[config.mk]
export PLATFORM = sky130hd
export DESIGN_NAME = tisr_regs
export DESIGN_NICKNAME = d
export VERILOG_FILES = /design/src/verilog/tisr_pkg.sv /design/src/verilog/tisr_regs.sv
export SDC_FILE = /design/constraint.sdc
export NUM_CORES = 1
export LEC_CHECK = 0
export ABC_AREA = 1
export BUFFER_PORTS_ARGS = -buffer_cell sky130_fd_sc_hd__buf_2
export CORE_MARGIN = 2
export CORE_UTILIZATION = 30
export DETAILED_ROUTE_END_ITERATION = 16
export PLACE_DENSITY = 0.53
export SYNTH_ARGS = -nofsm -noshare
export SYNTH_HDL_FRONTEND = slang
export SYNTH_SLANG_ARGS = --single-unit
[constraint.sdc]
create_clock -name clock_i -period 2.2 [get_ports clock_i]
set_input_delay 0.11 -clock clock_i [delete_from_list [all_inputs] [get_ports clock_i]]
set_output_delay 0.11 -clock clock_i [all_outputs]
set_load 0.05 [all_outputs]
[src/verilog/tisr_pkg.sv]
/*
 Constants for the threshold, interrupt status and modulator timing registers.
 Assumes a byte-wide register port driven by an external serial-bus front end.
*/
// Function
// - Low limit word held as two read/write bytes, upper byte first.
// - High limit word held as two read/write bytes, upper byte first.
// - Status byte reports ready events and limit crossings.
// - Status bits: 3 proximity ready, 2 ambient ready, 1 below low, 0 above high.
// - Flags set by events stay set; writing one clears, zero leaves unchanged.
// - Interrupt pin pulled low while any flag is set.
package tisr_pkg;
   localparam logic [7:0] ADDR_LOW_UPPER  = 8'h8a;
   localparam logic [7:0] ADDR_LOW_LOWER  = 8'h8b;
   localparam logic [7:0] ADDR_HIGH_UPPER = 8'h8c;
   localparam logic [7:0] ADDR_HIGH_LOWER = 8'h8d;
   localparam logic [7:0] ADDR_FLAGS      = 8'h8e;
   localparam logic [7:0] ADDR_MOD_TIMING = 8'h8f;
   localparam logic [7:0] ADDR_AMB_IR     = 8'h90;
   localparam int         BIT_PROX_READY  = 3;
   localparam int         BIT_AMB_READY   = 2;
   localparam int         BIT_BELOW_LOW   = 1;
   localparam int         BIT_ABOVE_HIGH  = 0;
   localparam int         DELAY_MSB       = 7;
   localparam int         DELAY_LSB       = 5;
   localparam int         FREQ_MSB        = 4;
   localparam int         FREQ_LSB        = 3;
   localparam int         DEAD_MSB        = 2;
   localparam int         DEAD_LSB        = 0;
   localparam logic [7:0] RST_LIMIT_BYTE  = 8'h00;
   localparam logic [3:0] RST_FLAGS       = 4'h0;
   localparam logic [7:0] RST_MOD_TIMING  = 8'h01;
endpackage : tisr_pkg

[src/verilog/tisr_regs.sv]
/*
 Threshold, interrupt status and modulator timing register block: two 16-bit limit
 words kept as byte pairs, four sticky write-one-to-clear status flags, the open-drain
 interrupt pin enable and the modulator timing byte.
 Assumes reg_wr_i and reg_rd_i are one-cycle strobes from same-clock bus logic, that
 the event and result inputs come from the measurement engine on clock_i, and that
 threshold source selection and enable are decided outside this block.
*/
`timescale 1ns/1ps
`default_nettype none
module tisr_regs (
   input  wire logic        clock_i,
   input  wire logic        rst_n_i,
   input  wire logic [7:0]  reg_addr_i,
   input  wire logic        reg_wr_i,
   input  wire logic [7:0]  reg_wdata_i,
   input  wire logic        reg_rd_i,
   output logic      [7:0]  reg_rdata_o,
   input  wire logic        prox_ready_i,
   input  wire logic        amb_ready_i,
   input  wire logic        thresh_en_i,
   input  wire logic        result_valid_i,
   input  wire logic [15:0] result_i,
   output logic      [15:0] low_limit_o,
   output logic      [15:0] high_limit_o,
   output logic      [2:0]  mod_delay_o,
   output logic      [1:0]  prox_freq_o,
   output logic      [2:0]  mod_dead_o,
   output logic             int_o,
   output logic             int_oe_n_o
);

   localparam int NUM_FLAGS = 4;

   // Address selects and the write strobes built from them.
   logic        sel_low_upper_w;
   logic        sel_low_lower_w;
   logic        sel_high_upper_w;
   logic        sel_high_lower_w;
   logic        sel_flags_w;
   logic        sel_mod_w;

   logic        we_low_upper_w;
   logic        we_low_lower_w;
   logic        we_high_upper_w;
   logic        we_high_lower_w;
   logic        we_flags_w;
   logic        we_mod_w;

   // Byte registers, each with the value it takes at the next edge.
   logic [7:0]  low_upper_r;
   logic [7:0]  low_upper_nxt;
   logic [7:0]  low_lower_r;
   logic [7:0]  low_lower_nxt;
   logic [7:0]  high_upper_r;
   logic [7:0]  high_upper_nxt;
   logic [7:0]  high_lower_r;
   logic [7:0]  high_lower_nxt;
   logic [7:0]  mod_r;
   logic [7:0]  mod_nxt;

   logic [15:0] low_w;
   logic [15:0] high_w;
   logic [2:0]  delay_field_w;
   logic [1:0]  freq_field_w;
   logic [2:0]  dead_field_w;

   // Status flags and the events that set them.
   logic [3:0]  flags_r;
   logic [3:0]  flags_nxt;
   logic [3:0]  set_w;
   logic [3:0]  clr_w;
   logic        below_w;
   logic        above_w;
   logic        any_flag_w;

   // Read path: one gated term per mapped byte, ORed together.
   logic [7:0]  rd_low_upper_w;
   logic [7:0]  rd_low_lower_w;
   logic [7:0]  rd_high_upper_w;
   logic [7:0]  rd_high_lower_w;
   logic [7:0]  rd_flags_w;
   logic [7:0]  rd_mod_w;
   logic [7:0]  rdata_sel_w;
   logic [7:0]  rdata_r;
   logic [7:0]  rdata_nxt;

   assign sel_low_upper_w  = (reg_addr_i == tisr_pkg::ADDR_LOW_UPPER);
   assign sel_low_lower_w  = (reg_addr_i == tisr_pkg::ADDR_LOW_LOWER);
   assign sel_high_upper_w = (reg_addr_i == tisr_pkg::ADDR_HIGH_UPPER);
   assign sel_high_lower_w = (reg_addr_i == tisr_pkg::ADDR_HIGH_LOWER);
   assign sel_flags_w      = (reg_addr_i == tisr_pkg::ADDR_FLAGS);
   assign sel_mod_w        = (reg_addr_i == tisr_pkg::ADDR_MOD_TIMING);

   assign we_low_upper_w  = reg_wr_i & sel_low_upper_w;
   assign we_low_lower_w  = reg_wr_i & sel_low_lower_w;
   assign we_high_upper_w = reg_wr_i & sel_high_upper_w;
   assign we_high_lower_w = reg_wr_i & sel_high_lower_w;
   assign we_flags_w      = reg_wr_i & sel_flags_w;
   assign we_mod_w        = reg_wr_i & sel_mod_w;

   // Each byte is written on its own, so a word read mid-update mixes old and new bytes.
   assign low_upper_nxt  = we_low_upper_w  ? reg_wdata_i : low_upper_r;
   assign low_lower_nxt  = we_low_lower_w  ? reg_wdata_i : low_lower_r;
   assign high_upper_nxt = we_high_upper_w ? reg_wdata_i : high_upper_r;
   assign high_lower_nxt = we_high_lower_w ? reg_wdata_i : high_lower_r;
   assign mod_nxt        = we_mod_w        ? reg_wdata_i : mod_r;

   assign low_w  = {low_upper_r, low_lower_r};
   assign high_w = {high_upper_r, high_lower_r};

   // Comparison is against the assembled words, so a host updating one byte sees a transient limit.
   assign below_w = result_valid_i & thresh_en_i & (result_i < low_w);
   assign above_w = result_valid_i & thresh_en_i & (result_i > high_w);

   assign set_w[tisr_pkg::BIT_PROX_READY] = prox_ready_i;
   assign set_w[tisr_pkg::BIT_AMB_READY]  = amb_ready_i;
   assign set_w[tisr_pkg::BIT_BELOW_LOW]  = below_w;
   assign set_w[tisr_pkg::BIT_ABOVE_HIGH] = above_w;

   // A set in the same cycle as its clear wins, so no event is lost.
   generate
      for (genvar gi = 0; gi < NUM_FLAGS; gi++) begin : g_flag
         assign clr_w[gi]      = we_flags_w & reg_wdata_i[gi];
         assign flags_nxt[gi]  = set_w[gi] | (flags_r[gi] & ~clr_w[gi]);
         assign rd_flags_w[gi] = sel_flags_w & flags_r[gi];
      end
   endgenerate
   assign rd_flags_w[7:4] = 4'h0;

   assign rd_low_upper_w  = {8{sel_low_upper_w}}  & low_upper_r;
   assign rd_low_lower_w  = {8{sel_low_lower_w}}  & low_lower_r;
   assign rd_high_upper_w = {8{sel_high_upper_w}} & high_upper_r;
   assign rd_high_lower_w = {8{sel_high_lower_w}} & high_lower_r;
   assign rd_mod_w        = {8{sel_mod_w}}        & mod_r;
   // The reserved ambient IR address and every unmapped address fall through to zero.
   assign rdata_sel_w = rd_low_upper_w
                      | rd_low_lower_w
                      | rd_high_upper_w
                      | rd_high_lower_w
                      | rd_flags_w
                      | rd_mod_w;
   assign rdata_nxt   = reg_rd_i ? rdata_sel_w : rdata_r;

   always_ff @(posedge clock_i or negedge rst_n_i) begin
      if (!rst_n_i) begin
         low_upper_r <= tisr_pkg::RST_LIMIT_BYTE;
      end else begin
         low_upper_r <= low_upper_nxt;
      end
   end

   always_ff @(posedge clock_i or negedge rst_n_i) begin
      if (!rst_n_i) begin
         low_lower_r <= tisr_pkg::RST_LIMIT_BYTE;
      end else begin
         low_lower_r <= low_lower_nxt;
      end
   end

   always_ff @(posedge clock_i or negedge rst_n_i) begin
      if (!rst_n_i) begin
         high_upper_r <= tisr_pkg::RST_LIMIT_BYTE;
      end else begin
         high_upper_r <= high_upper_nxt;
      end
   end

   always_ff @(posedge clock_i or negedge rst_n_i) begin
      if (!rst_n_i) begin
         high_lower_r <= tisr_pkg::RST_LIMIT_BYTE;
      end else begin
         high_lower_r <= high_lower_nxt;
      end
   end

   // The reset value is also the setting the host is asked to keep.
   always_ff @(posedge clock_i or negedge rst_n_i) begin
      if (!rst_n_i) begin
         mod_r <= tisr_pkg::RST_MOD_TIMING;
      end else begin
         mod_r <= mod_nxt;
      end
   end

   // Flags clear on reset, and the interrupt pin is released with them.
   always_ff @(posedge clock_i or negedge rst_n_i) begin
      if (!rst_n_i) begin
         flags_r <= tisr_pkg::RST_FLAGS;
      end else begin
         flags_r <= flags_nxt;
      end
   end

   // Read data holds between reads, so a slow serial front end can shift it out at leisure.
   always_ff @(posedge clock_i or negedge rst_n_i) begin
      if (!rst_n_i) begin
         rdata_r <= 8'h00;
      end else begin
         rdata_r <= rdata_nxt;
      end
   end

   // Field positions are fixed; the host always writes the whole byte.
   assign delay_field_w = mod_r[tisr_pkg::DELAY_MSB:tisr_pkg::DELAY_LSB];
   assign freq_field_w  = mod_r[tisr_pkg::FREQ_MSB:tisr_pkg::FREQ_LSB];
   assign dead_field_w  = mod_r[tisr_pkg::DEAD_MSB:tisr_pkg::DEAD_LSB];

   assign reg_rdata_o  = rdata_r;
   assign low_limit_o  = low_w;
   assign high_limit_o = high_w;
   assign mod_delay_o  = delay_field_w;
   assign prox_freq_o  = freq_field_w;
   assign mod_dead_o   = dead_field_w;

   assign any_flag_w = |flags_r;
   // Open drain: the pin is only ever pulled low, never driven high.
   assign int_o      = 1'b0;
   assign int_oe_n_o = ~any_flag_w;

endmodule : tisr_regs
`default_nettype wire

==> results by group <==
Status
  – Status: finished clean

Clock tree
  – CTS clock-pin slew for the worst setup and hold paths: around 0.090 ns
  – Worst-Skew Late Latency: about 0.3 ns
  – CTS tree: yes
  – Clk root buf: clkbuf_8
  – TritonCTS Sinks: 52
  – Clk buf depth: 2
  – CTS buffer count: 5
  – Post-cts sizing count: 0
  – H-tree depth: 2

Synth
  – Ys async rst share: 1.00
  – EDFF count, synth: 0
  – Synthesized area: 3370 um2
  – Synth top area cells: dfrtp_1, nand2_1, ha_1, inv_1, nand3_1
  – Syn Nets: 505
  – Ys Warns: 0
  – Mapped Cells: between 400 and 500
  – Sequential fraction of the synthesis area: 0.386
  – Flops & latches, synth: between 50 and 60
  – Yosys top cell area share: 0.378
  – Area leader, netlist: dfrtp_1
  – Primary FF master, synth: dfrtp_1
  – Post-synthesis cell type count: 30
  – Avg Synthesized Cell Area: 7.77 um2

GRT
  – Grt total ovfl: 0
  – Vias in the first global route: about 3100
  – Initial antenna violation count: 0
  – GRT Util Overall: 0.163
  – First-pass GRT wire length: 15100 um
  – Largest net degree at the start of global routing: 28

Power
  – Pint: 0.00142 W
  – Leakage: 2.11 nW
  – P_sw: ~0.00078 W
  – Seq pwr share: 0.484
  – Comb pwr share: 0.256
  – Switching Share: 0.354
  – VDD IR-drop max: about 0.00025 V
  – Power Dens Cells: 545 nW/um2
  – Clock Power Share: 0.260
  – Tot Pwr: 0.00219 W

Route
  – Starting DRT DRC Count: ~150
  – DRC viols: 0
  – WL/cell: around 14 um
  – Drt via density: 4.72
  – DR vias: approximately 3100
  – TritonRoute pass-1 iters: 4
  – Drt total wl: around 9600 um
  – Final ANT Viol Nets: 0

Cells and area
  – Area Overhead vs Synth: 19.3%
  – Filler instances: approximately 1200
  – Final net count: approximately 590
  – Share of layout cells above drive strength 1: 0.241
  – # diodes: 0

STA
  – Setup violations, final: 0
  – Fin worst setup slack: around 0.57 ns
  – Unrepaired setup endpoints after global routing: no
  – Fin. Hold Viols: 0
  – Post-route setup TNS: 0 ns
  – Final slew viol count: 0
  – Max_slew headroom: 0.598
  – Final period utilization: 0.739
  – Fmax: roughly 610 MHz
  – Minimum clock period: around 1.6 ns
  – Worst Skew: about 0.0034 ns
  – Worst-Margin Slew: between 0.6 and 0.7 ns

Die
  – Die area: between 10000 and 15000 um2
  – CORE AREA: between 10000 and 15000 um2
  – Overall die height: between 100 and 150 um
  – Rows: 38
  – Top Ports: 90
  – Die Wd: about 110 um
  – Initial Utilization: 0.310

Placement
  – DPL Wire Length: roughly 8000 um
  – Global placement routability congestion: 0.843
  – DP Worst Slack: ~0.6 ns
  – Port Buffer Count: just under 90

Critical path
  – Worst Setup End Kind: flop
  – Worst-path fanout max: 4
  – CP max stage delay: roughly 0.42 ns
  – Critical path's slowest cell: dfrtp_1
  – Cells along the critical path: inv_1, ha_1, nand2_1, nor2_1, nand4_1, nor2_1, nor2_1, nand2_1, nand2_1
  – WP data required: 2.40 ns
  – Kind of critical path: flop to flop
  – Worst Path Arrival: approximately 1.8 ns
  – Crit path launch type: flop

Worst hold path
  – Min-Delay Path Class: input port to flop

Job
  – Max Cap Violations: 0
layout make-up:
class                           count  area [um2]  area share
Clock buffer                        7        86.3      0.0215
Clock inverter                      1        7.51     0.00187
Inverter                           63         236      0.0588
Multi-Input combinational cell    305        1720       0.429
Sequential cell                    52        1300       0.324
Tap cell                          140         175      0.0435
Timing Repair Buffer               94         490       0.122
worst paths after layout:
path | depth (start not counted) | slack, ns | start | to
max in group asynchronous | 3 | 1.26 | rst_n_i | reg_rdata_o[5]
hold reg to reg | 2 | 0.51 | mod_r[0] | mod_r[0]
setup reg to reg | 9 | 0.57 | high_lower_r[7] | flags_r[0]
setup / recovery | 9 | 0.57 | high_lower_r[7] | flags_r[0]
hold / removal | 3 | 0.01 | prox_ready_i | flags_r[3]
min in group asynchronous | 2 | 0.30 | rst_n_i | low_upper_r[3]
through the flow:
stage / util / cells / cell area (um2) / hold WS [ns]
final: 0.369 / 662 / 4020 / 0.0142
after global routing: 0.369 / 662 / 4020 / 0.0208
after CTS: 0.369 / 662 / 4020 / 0.00135
after detailed placement: 0.359 / 652 / 3910 / 0.118
after global placement: 0.359 / 652 / 3910 / 0.113
after floorplan: - / 434 / 3370 / -0.186
cells by family (layout without fill, tap and decap cells):
logic type	count (synthesis)	count (layout)	share of synthesized area
AO/OA/AOI/OAI	71	71	0.118
other	1	1	0.00111
flip-flops	52	52	0.386
adder cells (fa/ha/maj)	31	31	0.115
AND/OR/NAND/NOR	202	202	0.275
buffers and inverters	77	165	0.105
cells in the final DEF, fill, tap and decap left out:
master / n
nor4_1: 2
clkbuf_1: 1
inv_2: 2
nor2_1: 35
a21oi_1: 19
inv_1: 61
nand2_1: 105
dfrtp_1: 51
and3_1: 1
nand3_4: 1
a211oi_1: 1
nand3_2: 2
nor3_1: 1
nor2_4: 3
clkbuf_8: 6
conb_1: 1
o21ai_0: 24
nand2_2: 6
dlygate4sd3_1: 2
o21ai_2: 10
o21ai_1: 16
a21o_1: 1
nand4_4: 1
buf_4: 4
clkinvlp_4: 1
buf_2: 88
dfstp_2: 1
ha_1: 31
nand4_1: 15
nor3_4: 1
nand3_1: 29
metal layers:
layer / global-route usage / wire length [um] / vias to the layer above
li1: - / - / 1587
met1: 0.226 / 4660 / 1423
met2: 0.265 / 4230 / 101
met3: 0.0241 / 559 / 12
met4: 0.0425 / 129 / 0
met5: 0 / 0 / -
worst max-delay path, delay by kind of cell, from the launching register on:
family                     cells  cell delay [ns]
DFF                            1             0.42
adders and majority gates      1             0.29
buffers and inverters          1             0.06
and+or+nand+nor                7             0.74
power by group through the flow:
stage	registers (W)	logic, W	clock network, W
global placement	0.00108	0.000553	0
floorplan	0.00124	0.000203	0
CTS	0.00106	0.000569	0.000583
finish	0.00106	0.000562	0.000570
detailed placement	0.00108	0.000564	0
global route	0.00107	0.000622	0.000616
synth_stat cells, types with 2 or more instances:
master / count
a21oi_1: 19
buf_2: 5
buf_4: 3
buf_6: 4
dfrtp_1: 51
ha_1: 31
inv_1: 61
inv_2: 2
nand2_1: 105
nand2_2: 6
nand3_1: 29
nand3_2: 2
nand4_1: 15
nor2_1: 36
nor2_4: 2
nor4_1: 2
o21ai_0: 24
o21ai_1: 16
o21ai_2: 10
repair_timing:
item	CTS	global route
hold endpoints to repair	21	0
buffers inserted	0	0
hold buffers	2	0
sequential cells by signal, summed over array words and instances, names as in the netlist:
signal        cells
mod_r             8
high_upper_r      8
high_lower_r      8
low_lower_r       8
reg_rdata_o       8
flags_r           4
low_upper_r       8
Power figures use the tool's default switching activity.
